$ cat src/core/hbridge_pkg.sv
// constants and carrier types for the h-bridge mode and fault logic
// assumes a single 50 MHz clock and pins synchronised inside the core
package hbridge_pkg;

    // ==========================================================
    // clock and timing
    localparam int CLOCK_PERIOD_NS = 20;
    localparam int OC_TIME_FAST_NS = 1600;
    localparam int OC_TIME_MID_NS  = 2800;
    localparam int OC_TIME_SLOW_NS = 12400;
    // least times round up to whole cycles
    localparam int OC_CYC_FAST =
        (OC_TIME_FAST_NS + CLOCK_PERIOD_NS - 1) / CLOCK_PERIOD_NS;
    localparam int OC_CYC_MID =
        (OC_TIME_MID_NS + CLOCK_PERIOD_NS - 1) / CLOCK_PERIOD_NS;
    localparam int OC_CYC_SLOW =
        (OC_TIME_SLOW_NS + CLOCK_PERIOD_NS - 1) / CLOCK_PERIOD_NS;
    localparam int OC_CNT_W = 10;

    // stop interval in hundredths of an oscillator period
    localparam int STOP_OSC_X100 = 517;
    localparam int STOP_EDGES    = (STOP_OSC_X100 + 99) / 100;
    localparam int EDGE_CNT_W    = 3;

    localparam int DEAD_CYCLES_DEF = 10;
    localparam int NUM_SWITCHES    = 4;

    // ==========================================================
    // detection time select codes
    localparam logic [1:0] OC_SEL_FAST = 2'h0;
    localparam logic [1:0] OC_SEL_MID  = 2'h1;
    localparam logic [1:0] OC_SEL_SLOW = 2'h2;

    // ==========================================================
    // types
    typedef enum logic [2:0] {
        HB_OFF  = 3'h1,
        HB_HIGH = 3'h2,
        HB_LOW  = 3'h4
    } hb_drive_t;

    typedef enum logic [1:0] {
        ST_RUN  = 2'h1,
        ST_TRIP = 2'h2
    } guard_state_t;

    typedef struct packed {
        logic hiOn;
        logic loOn;
    } hb_gate_t;

    typedef struct packed {
        logic       undervoltageLockout;
        logic       overvoltageShutdown;
        logic       thermalShutdown;
        logic [3:0] overcurrentShutdown;
    } prot_flags_t;

    typedef struct packed {
        logic dirInA;
        logic dirInB;
        logic pwmIn;
    } drive_cmd_t;

    localparam hb_gate_t GATE_OFF = 2'h0;

endpackage

$ cat src/core/hb_dead_time.sv
// one half bridge: turns a drive request into gate enables
// assumes the request comes from logic on the same clock
`timescale 1ns/10ps
module hb_dead_time #(
    parameter int DEAD_CYCLES = hbridge_pkg::DEAD_CYCLES_DEF
) (
    input  wire logic                  clock,    // 50 MHz clock
    input  wire logic                  sys_rst,  // sync reset, high
    input  wire hbridge_pkg::hb_drive_t req,     // wanted drive
    output hbridge_pkg::hb_gate_t      gate      // gate enables
);
    import hbridge_pkg::*;

    localparam int CW = $clog2(DEAD_CYCLES + 1);
    localparam logic [CW-1:0] DEAD_LOAD = CW'(DEAD_CYCLES);

    hb_drive_t     appliedReg, appliedNext;
    logic [CW-1:0] deadReg, deadNext;
    hb_gate_t      gateReg, gateNext;

    // ==========================================================
    // dead time sequencing
    // off before swap
    // any change passes through off, so hi and lo never overlap
    always_comb begin
        appliedNext = appliedReg;
        deadNext    = deadReg;
        if (req != appliedReg) begin
            if (req == HB_OFF || appliedReg != HB_OFF) begin
                appliedNext = HB_OFF;
                deadNext    = DEAD_LOAD;
            end else if (deadReg != '0) begin
                deadNext = deadReg - 1'b1;
            end else begin
                appliedNext = req;
            end
        end
        gateNext.hiOn = (appliedNext == HB_HIGH);
        gateNext.loOn = (appliedNext == HB_LOW);
    end

    always_ff @(posedge clock) begin
        if (sys_rst) begin
            appliedReg <= HB_OFF;
            deadReg    <= '0;
            gateReg    <= GATE_OFF;
        end else begin
            appliedReg <= appliedNext;
            deadReg    <= deadNext;
            gateReg    <= gateNext;
        end
    end

    assign gate = gateReg;
endmodule

$ cat src/core/hbridge_mode_and_fault_control.sv
// h-bridge mode decode, dead time and protection shutdown control
// assumes protection flags and direction pins are asynchronous levels
//
// Contract
// - both direction inputs high gives short brake regardless of pwm
// - one direction high drives while pwm high, brakes while pwm low
// - both direction inputs low puts both outputs off
// - fault pin driven low during normal operation
// - fault pin released while any shutdown is active
// - host clears a shutdown by driving both direction inputs low
// - undervoltage flag turns outputs off until it clears
// - thermal flag latches outputs off until recovery or release
// - thermal or overcurrent shutdown recovers after the stop interval
// - grounded oscillator pin disables thermal auto recovery
// - open oscillator pin disables overcurrent auto recovery
// - any of four switch overcurrents trips all outputs off
// - overcurrent flag filtered for the selected detection time
// - dead time inserted whenever a half bridge swaps conduction
// - direct mode changes handled safely by internal dead time
`timescale 1ns/10ps
module hbridge_mode_and_fault_control #(
    parameter int DEAD_CYCLES = hbridge_pkg::DEAD_CYCLES_DEF
) (
    input  wire logic                     clock,      // 50 MHz clock
    input  wire logic                     sys_rst,    // sync reset
    input  wire hbridge_pkg::drive_cmd_t  driveCmd,   // dir and pwm pins
    input  wire hbridge_pkg::prot_flags_t protFlags,  // comparator flags
    input  wire logic                     recoveryOsc, // osc pin
    input  wire logic                     oscGrounded, // osc tied low
    input  wire logic                     oscOpen,     // osc left open
    input  wire logic [1:0]               overcurrentTimeSelect, // time
    output hbridge_pkg::hb_gate_t         bridgeOutA, // half bridge a
    output hbridge_pkg::hb_gate_t         bridgeOutB, // half bridge b
    input  wire logic                     faultIn,    // fault pin level
    output logic                          faultOut,   // fault pin data
    output logic                          faultOe     // fault pin enable
);
    import hbridge_pkg::*;

    typedef struct packed {
        drive_cmd_t  cmd;
        prot_flags_t flags;
        logic        osc;
        logic        oscGnd;
        logic        oscOpn;
    } pin_sample_t;

    pin_sample_t  pinNow, stage1Reg, stage2Reg;
    logic         oscPrevReg;
    logic         oscRise;
    logic         dirA, dirB, pwm, uv, ov, hot, stopCmd;
    logic [OC_CNT_W-1:0] ocLimit;
    logic [NUM_SWITCHES-1:0] ocHit;
    logic         ocTrip, tripNow, autoOk, driveOk;
    guard_state_t stateReg, stateNext;
    logic         causeHotReg, causeHotNext;
    logic         causeOcReg, causeOcNext;
    logic [EDGE_CNT_W-1:0] edgeReg, edgeNext;
    hb_drive_t    reqA, reqB;
    logic         faultOeReg, faultOeNext;

    localparam logic [EDGE_CNT_W-1:0] EDGE_LAST =
        EDGE_CNT_W'(STOP_EDGES - 1);

    // ==========================================================
    // pin synchronisers
    // two stages before use; only stage 2 feeds the logic
    always_comb begin
        pinNow.cmd    = driveCmd;
        pinNow.flags  = protFlags;
        pinNow.osc    = recoveryOsc;
        pinNow.oscGnd = oscGrounded;
        pinNow.oscOpn = oscOpen;
    end

    always_ff @(posedge clock) begin
        if (sys_rst) begin
            stage1Reg  <= '0;
            stage2Reg  <= '0;
            oscPrevReg <= 1'b0;
        end else begin
            stage1Reg  <= pinNow;
            stage2Reg  <= stage1Reg;
            oscPrevReg <= stage2Reg.osc;
        end
    end

    // synchronised views
    assign dirA    = stage2Reg.cmd.dirInA;
    assign dirB    = stage2Reg.cmd.dirInB;
    assign pwm     = stage2Reg.cmd.pwmIn;
    assign uv      = stage2Reg.flags.undervoltageLockout;
    assign ov      = stage2Reg.flags.overvoltageShutdown;
    assign hot     = stage2Reg.flags.thermalShutdown;
    assign stopCmd = !dirA && !dirB;
    assign oscRise = stage2Reg.osc && !oscPrevReg;

    // ==========================================================
    // overcurrent filters
    // detection time select
    // unused code falls back to the longest time, the safer miss
    always_comb begin
        unique case (overcurrentTimeSelect)
            OC_SEL_FAST: ocLimit = OC_CNT_W'(OC_CYC_FAST);
            OC_SEL_MID:  ocLimit = OC_CNT_W'(OC_CYC_MID);
            default:     ocLimit = OC_CNT_W'(OC_CYC_SLOW);
        endcase
    end

    for (genvar i = 0; i < NUM_SWITCHES; i++) begin : g_oc
        logic [OC_CNT_W-1:0] cntReg, cntNext;
        always_comb begin
            cntNext = '0;
            if (stage2Reg.flags.overcurrentShutdown[i]) begin
                cntNext = (cntReg >= ocLimit) ? cntReg : cntReg + 1'b1;
            end
        end
        always_ff @(posedge clock) begin
            if (sys_rst) begin
                cntReg <= '0;
            end else begin
                cntReg <= cntNext;
            end
        end
        assign ocHit[i] = (cntReg >= ocLimit);
    end

    assign ocTrip  = |ocHit;
    assign tripNow = hot || ocTrip;
    assign autoOk  = !(causeHotReg && stage2Reg.oscGnd)
                  && !(causeOcReg && stage2Reg.oscOpn);

    // ==========================================================
    // shutdown state machine
    // a new trip wins over release in the same cycle
    always_comb begin
        stateNext    = stateReg;
        causeHotNext = causeHotReg;
        causeOcNext  = causeOcReg;
        edgeNext     = edgeReg;
        unique case (stateReg)
            ST_RUN: begin
                if (tripNow) begin
                    stateNext    = ST_TRIP;
                    causeHotNext = hot;
                    causeOcNext  = ocTrip;
                    edgeNext     = '0;
                end
            end
            ST_TRIP: begin
                if (tripNow) begin
                    causeHotNext = causeHotReg || hot;
                    causeOcNext  = causeOcReg || ocTrip;
                    edgeNext     = '0;
                end else if (stopCmd) begin
                    stateNext    = ST_RUN;
                    causeHotNext = 1'b0;
                    causeOcNext  = 1'b0;
                end else if (oscRise) begin
                    if (edgeReg == EDGE_LAST) begin
                        if (autoOk) begin
                            stateNext    = ST_RUN;
                            causeHotNext = 1'b0;
                            causeOcNext  = 1'b0;
                        end
                    end else begin
                        edgeNext = edgeReg + 1'b1;
                    end
                end
            end
            default: begin
                stateNext = ST_TRIP;
            end
        endcase
    end

    always_ff @(posedge clock) begin
        if (sys_rst) begin
            stateReg    <= ST_RUN;
            causeHotReg <= 1'b0;
            causeOcReg  <= 1'b0;
            edgeReg     <= '0;
        end else begin
            stateReg    <= stateNext;
            causeHotReg <= causeHotNext;
            causeOcReg  <= causeOcNext;
            edgeReg     <= edgeNext;
        end
    end

    // ==========================================================
    // mode decode
    // undervoltage off
    assign driveOk = (stateReg == ST_RUN) && !uv && !ov;

    // pwm on the direction pins works too, with pwm held high
    always_comb begin
        reqA = HB_OFF;
        reqB = HB_OFF;
        if (driveOk && !stopCmd) begin
            if (dirA && dirB) begin
                reqA = HB_LOW;
                reqB = HB_LOW;
            end else if (pwm) begin
                reqA = dirA ? HB_HIGH : HB_LOW;
                reqB = dirA ? HB_LOW : HB_HIGH;
            end else begin
                reqA = HB_LOW;
                reqB = HB_LOW;
            end
        end
    end

    hb_dead_time #(.DEAD_CYCLES(DEAD_CYCLES)) u_leg_a (
        .clock   (clock),
        .sys_rst (sys_rst),
        .req     (reqA),
        .gate    (bridgeOutA)
    );

    hb_dead_time #(.DEAD_CYCLES(DEAD_CYCLES)) u_leg_b (
        .clock   (clock),
        .sys_rst (sys_rst),
        .req     (reqB),
        .gate    (bridgeOutB)
    );

    // ==========================================================
    // fault indicator, open drain
    // driven low when normal
    always_comb begin
        faultOeNext = driveOk;
    end

    always_ff @(posedge clock) begin
        if (sys_rst) begin
            faultOeReg <= 1'b0;
        end else begin
            faultOeReg <= faultOeNext;
        end
    end

    assign faultOe  = faultOeReg;
    assign faultOut = 1'b0;

    // longest run of any overcurrent flag; kept apart from the per switch
    // counters so the filter check does not judge them by themselves
    logic [OC_CNT_W-1:0] ocRunReg, ocRunNext;

    always_comb begin
        ocRunNext = '0;
        if (stage2Reg.flags.overcurrentShutdown != 4'h0) begin
            ocRunNext = (ocRunReg == '1) ? ocRunReg : ocRunReg + 1'b1;
        end
    end

    always_ff @(posedge clock) begin
        if (sys_rst) begin
            ocRunReg <= '0;
        end else begin
            ocRunReg <= ocRunNext;
        end
    end
endmodule

$ cat config.mk
export PLATFORM = sky130hd
export DESIGN_NAME = hbridge_mode_and_fault_control
export DESIGN_NICKNAME = d
export VERILOG_FILES = /design/src/core/hbridge_pkg.sv /design/src/core/hb_dead_time.sv /design/src/core/hbridge_mode_and_fault_control.sv
export SDC_FILE = /design/constraint.sdc
export NUM_CORES = 1
export LEC_CHECK = 0
export ABC_AREA = 1
export BUFFER_PORTS_ARGS = -buffer_cell sky130_fd_sc_hd__buf_2
export CAP_MARGIN = 20
export CELL_PAD_IN_SITES_DETAIL_PLACEMENT = 0
export CELL_PAD_IN_SITES_GLOBAL_PLACEMENT = 1
export CORE_MARGIN = 2
export CORE_UTILIZATION = 47
export CTS_BUF_LIST = sky130_fd_sc_hd__clkbuf_2
export CTS_CLUSTER_DIAMETER = 100
export DETAILED_ROUTE_END_ITERATION = 12
export GPL_ROUTABILITY_DRIVEN = 1
export GPL_TIMING_DRIVEN = 0
export HOLD_SLACK_MARGIN = 0.15
export PLACE_DENSITY = 0.9
export SYNTH_ARGS = -nofsm -noshare
export SYNTH_HDL_FRONTEND = slang
export SYNTH_SLANG_ARGS = --single-unit
$ cat constraint.sdc
create_clock -name clock -period 2.35 [get_ports clock]
set_input_delay 0.235 -clock clock [delete_from_list [all_inputs] [get_ports clock]]
set_output_delay 0.235 -clock clock [all_outputs]
set_load 0.01 [all_outputs]
After elaboration in Yosys (flattened, before gate mapping):

Index checks and enable logic that the tools add are counted.

* input port bits: 18
* output and inout port bits: 6
* flip-flop bits (word level): 93
* word-level logic and storage cells: 158

* magnitude comparators: 4
* bitwise gates (word level): 4
* reductions and logical operators: 38
* add/sub/neg operators: 7
* equality and inequality tests: 25
* mux-type cells: 42

Operators by type and width (count)
* $mux 3: 19
* $add 10x1->10 const B: 4
* $ge 10x10->1: 4
* $pmux 10 s2: 1
* $ne 3x3->1 const B: 6
* $mux 4: 4
* $reduce_and 5->1: 3
* $mux 2: 6
* $ne 4x4->1 const B: 3
* $eq 3x3->1 const B: 3
* $logic_and 1x1->1: 9
* $logic_not 1->1: 8
* $mux 1: 8
* $reduce_bool 4->1: 2
* $reduce_or 2->1: 4
* $sub 4x1->4 const B: 2
* $eq 3x1->1 const B: 2
* $eq 3x2->1 const B: 2
* $ne 3x1->1 const B: 2
* $ne 3x3->1: 2
* $pmux 3 s2: 1
* $reduce_bool 2->1: 3
* $logic_or 1x1->1: 5
* $eq 2x1->1 const B: 2
* other kinds (9): 15

Depth between registers and ports, before layout:

* depth in word-level cells: 10
* mapped depth: 17
* depth with buffers taken out: 17

Hierarchy:

Synthesis repeated with hierarchy kept, for this count alone.

* cells, all modules: 695
* area total of the unflattened synthesis: 5024.8 um^2

By module, submodules not included
* hbridge_mode_and_fault_control: area each 3946.3 um^2, cells each 533, sequential area each 1501.4 um^2, instances 1
* hb_dead_time: area each 539.3 um^2, cells each 81, sequential area each 180.2 um^2, instances 2

Least setup slack after synthesis:

OpenSTA, ideal clock, no wires.

* kind: input to register
* start point: in overcurrentTimeSelect[0]
* end point: reg edgeReg[2]
* path buffers: 0
* required time: 2.219 ns
* stages: 14
* path slack: 0.336 ns
* setup time: 0.131 ns
* arrival time: 1.882 ns
* cell sequence: inv_1 -> nor2_1 -> inv_1 -> ha_1 -> nand2_1 -> nand2_1 -> a21oi_1 -> nand2_4 -> nor2_4 -> nand3_4 -> nand2_4 -> nand2_1 -> nand2_1 -> a21oi_2

* longest elaborated chain between the ends: 7
* elaborated cells between the ends (all ways): 16
* those cells by class: 4 x order compare; 5 x eq/ne; 3 x mux; 4 x reduce/logical

RTL lines
* from (decl): line hbridge_mode_and_fault_control.sv:31 `input wire logic [1:0] overcurrentTimeSelect,`
* $eq 2x1->1 or $logic_not 2->1 (tied branches): line hbridge_mode_and_fault_control.sv:103 `unique case (overcurrentTimeSelect)`
* $pmux 10 s2 *: line hbridge_mode_and_fault_control.sv:103
* $ge 10x10->1: line hbridge_mode_and_fault_control.sv:125 `assign ocHit[i] = (cntReg >= ocLimit);`
* $reduce_or 4->1 *: line hbridge_mode_and_fault_control.sv:128 `assign ocTrip = |ocHit;`
* $logic_or 1x1->1 *: line hbridge_mode_and_fault_control.sv:129 `assign tripNow = hot || ocTrip;`
* $ne 3x3->1 (no line) (tied with other cells)
* $reduce_and 5->1 (no line) or $pmux 3 s2 (tied branches)
* to (signal assigned): line hbridge_mode_and_fault_control.sv:187 `edgeReg <= edgeNext;`
* to (decl): line hbridge_mode_and_fault_control.sv:58 `logic [EDGE_CNT_W-1:0] edgeReg, edgeNext;`

Mark *: on every way between the ends. The rest lies on a longest branch, timed or not.
A chain may end at the register's enable or synchronous reset.

Worst setup path in the final report:

Ends and elaborated chain as after synthesis.

==> metrics.md <==
| Metric | Value |
|---|---|
| P_sw | ~0.0013 W |
| Syn Nets | just under 700 |
| Post-synth EDFFs | 0 |
| Reg2reg path depth | 13 |
| Drt pass-1 iters | 4 |
| Register share of total power | between 50% and 60% |
| Post-synthesis compound-gate area fraction | 12.35% |
| CTS root buffer | clkbuf_2 |
| Vias in the first global route | 3600 |
| Remaining routing DRC violations | 0 |
| Seq/Total Area, Yosys | 39.18% |
| Fraction of layout cells with a size suffix above 1 | 13.41% |
| Setup bufs post-CTS | 0 |
| CP Data Arrival Time | around 2.5 ns |
| Starting Density | 48.62% |
| Post-synthesis adder-cell area fraction | 10.01% |
| Internal power | approximately 0.0023 W |
| Maximum VDD drop | 0.0004565 V |
| Routed met3 length | 265 µm |
| Setup CP Type | in -> reg |
| Number of fill cells in the layout | roughly 960 |
| Min cycle time layout | a little over 2 ns |
| Footprint of the multi-input gates | 2392 µm² |
| I/O pin count | 24 |
| Layout area overhead | 10.80% |
| Synth async-reset ratio | 0% |
| Grt ovf | 0 |
| Leak | 2.351 nW |
| FP Rows | 36 |
| Critical path data required time | 2.82 ns |
| Mapped cell area | 4752 µm² |
| Main combinational cell family by area after synthesis | simple AND/OR/NAND/NOR gates |
| Hpwl dp | 6400 µm |
| Total core area | 9774 µm² |
| PnR worst setup slack | ~0.31 ns |
| Slew headroom | 63.16% |
| Synth Area in XOR/XNOR | 1.474% |
| Worst slew pin tran | 0.5440 ns |
| First-pass GRT wire length | approximately 15000 µm |
| H-tree levels | 3 |
| Vias per std cell | 4.709 |
| DRT met1 WL | 4042 µm |
| Final period util | slightly below 90% |
| Clock sink total | 93 |
| Clk slew on worst S/H paths | 0.28 ns |
| Endpoints failing hold | 0 |
| Post-route ant nets | 0 |
| Worst setup SP type | input port |
| Antenna fix cells | 0 |
| Die W | 104.6 µm |
| Clk_lat worst skew | 0.57 ns |
| Commonest non-fill, non-tap cells in the layout | inv_1 (117), nand2_1 (96), dfxtp_1 (93), nor2_1 (67), a21oi_1 (44) |
| CTS max path bufs | 2 |
| Final Slew Violations | 0 |
| Post-synth top flop | dfxtp_1 |
| Met2 wire len | ~3900 µm |
| Avg Synthesized Cell Area | 7.665 µm² |
| RSZ-0062 raised after global routing | no |
| #FFs+latches synth | 93 |
| Max-Cap Viols | 0 |
| Status | finished, final reports clean |
| Netlist cell types | 44 |
| Post-cts sizing count | 0 |
| Post-synthesis mux area share | 0% |
| Final Util | a little over half |
| Initial antenna violation count | 0 |
| Worst Hold Class | in -> reg |
| Worst Setup Slack post-DPL | -0.3415 ns |
| TritonCTS clock tree | yes |
| Buffers on Ports | 21 |
| Setup TNS | 0 ns |
| Gr usage total | 16.71% |
| Most common cell after layout, fill and taps aside | inv_1 |
| Synth warnings | 0 |
| Starting DRC count in detailed routing | 109 |
| CP Capture Type | register |
| Detailed Route WL | roughly 8400 µm |
| Sw frac | 36.92% |
| Final Setup Violations | 0 |
| Hold WS | 0.3707 ns |
| Largest net degree at the start of global routing | 18 |
| Fmax | 490.0 MHz |
| Clk pwr share | ~20% |
| Die footprint | 10930 µm² |
| NumNets Final | ~720 |
| R2R Setup Slk | 0.37 ns |
| Hold Path Depth | 9 |
| Cts bufs inserted | 9 |
| Comb pwr share | 30.0% |
| FF/Latch Area | 1862 µm² |
| Highest metal layer with signal wires | met4 |
| Total number of vias | roughly 3800 |
| Top fanout value on the critical path | 10 |
| Simple-Gate Fraction of Synth Area | a little over a quarter |
| Clk_skew | 0.03512 ns |
| Routability cong. | 0.7796 |
| Avg WL per Cell | 10.45 µm |
| Power Dens Cells | 690.6 nW/µm² |
| Post-Syn Instances | 620 |
| DIE HEIGHT | roughly 100 µm |
## logic make-up after synthesis
group | count (synthesis)
AO/OA/AOI/OAI | 101
XOR/XNOR | 8
adder cells (fa/ha/maj) | 38
buffers and inverters | 131
flip-flops | 93
other | 1
AND/OR/NAND/NOR | 248
## final timing paths
check                           start            endpoint
max          overcurrentTimeSelect[0]          edgeReg[2]
min          overcurrentTimeSelect[0]   g_oc[0].cntReg[1]
max reg2reg               stateReg[1]  u_leg_b.deadReg[3]
min reg2reg              stage1Reg[0]        stage2Reg[0]
## cell usage after synthesis (2+ instances only)
library cell,number,share of area [%]
nor3_1,9,0.95
o21ba_2,2,0.42
a21oi_2,3,0.55
nor3b_1,4,0.63
xnor2_1,6,1.1
and3_1,2,0.26
nor3b_2,2,0.53
o21bai_1,2,0.32
nand3_2,2,0.42
nor2_4,8,1.9
nor2_1,67,5.3
a21oi_1,44,4.6
o21ai_0,23,2.4
o21ai_2,3,0.55
inv_2,6,0.47
nor2_2,3,0.39
nand3_1,21,2.2
ha_1,38,10
nand2_4,6,1.4
nand2_2,7,0.92
xor2_1,2,0.37
nand3_4,3,1.1
o21a_1,5,0.79
or2_1,3,0.39
nand2_1,96,7.6
nand4_1,3,0.39
dfxtp_1,93,39
a31oi_1,2,0.26
nor4_1,7,0.92
clkinv_2,2,0.21
clkbuf_1,4,0.32
a211oi_1,3,0.47
inv_1,117,9.2
nor3_2,4,0.84
o21ai_1,9,0.95
## final cells by class
class	instances	share of cell area [%]
clock inverters	7	1.069
repair buffers	35	4.658
multi-input cells	396	45.44
inverters	125	8.959
well taps	133	3.161
flip-flops and latches	93	35.36
plain buffers	6	0.4990
clock buffers	9	0.8555
## registers in the layout, indices dropped and copies added (netlist names)
signal and cells:
u_leg_a.appliedReg 3, hot 1, causeOcReg 1, u_leg_b.gate 2
u_leg_a.deadReg 4, stage2Reg 7, causeHotReg 1, g_oc.cntReg 40
pwm 1, stage1Reg 13, ov 1, u_leg_a.gate 2
dirB 1, stateReg 2, edgeReg 3, dirA 1
faultOe 1, u_leg_b.deadReg 4, oscPrevReg 1, uv 1
u_leg_b.appliedReg 3
## power groups by stage
stage	logic [W]	registers, W	clock network, W
after global routing	0.00126	0.00184	0.000824
final	0.00109	0.00182	0.000727
after detailed placement	0.00107	0.00185	0
after global placement	0.00104	0.00185	0
after CTS	0.00110	0.00182	0.000772
after floorplan	0.000860	0.00185	0
## per-stage QoR
step | cells | power [W] | area (µm²)
3_5_place_dp | 774 | 0.002924 | 5024
5_1_grt | 804 | 0.003921 | 5265
2_1_floorplan | 620 | 0.002706 | 4752
6_report | 804 | 0.003636 | 5265
3_3_place_gp | 774 | 0.002884 | 5024
4_1_cts | 804 | 0.003687 | 5265
## routing by layer
metal  vias up  global-route usage, %
met1      1678                  20.14
met2        39                  28.71
met4         0                  5.888
met3        14                  4.367
li1       2055                      -
met5         -                      0
## worst max-delay path: stages
cell and delay [ns]:
buf_2 0.12, inv_1 0.04, nor2_1 0.38, inv_1 0.26
ha_1 0.35, nand2_1 0.07, nand2_1 0.05, a21oi_1 0.21
nand2_4 0.15, nor2_4 0.16, nand3_4 0.14, nand2_4 0.11
nand2_1 0.08, nand2_1 0.09, a21oi_2 0.05
## repair_timing
action,4_1_cts,5_1_grt
endpoints found under the hold margin,22,0
setup endpoints to repair,0,0
hold buffers,14,0
Power figures use the tool's default switching activity.
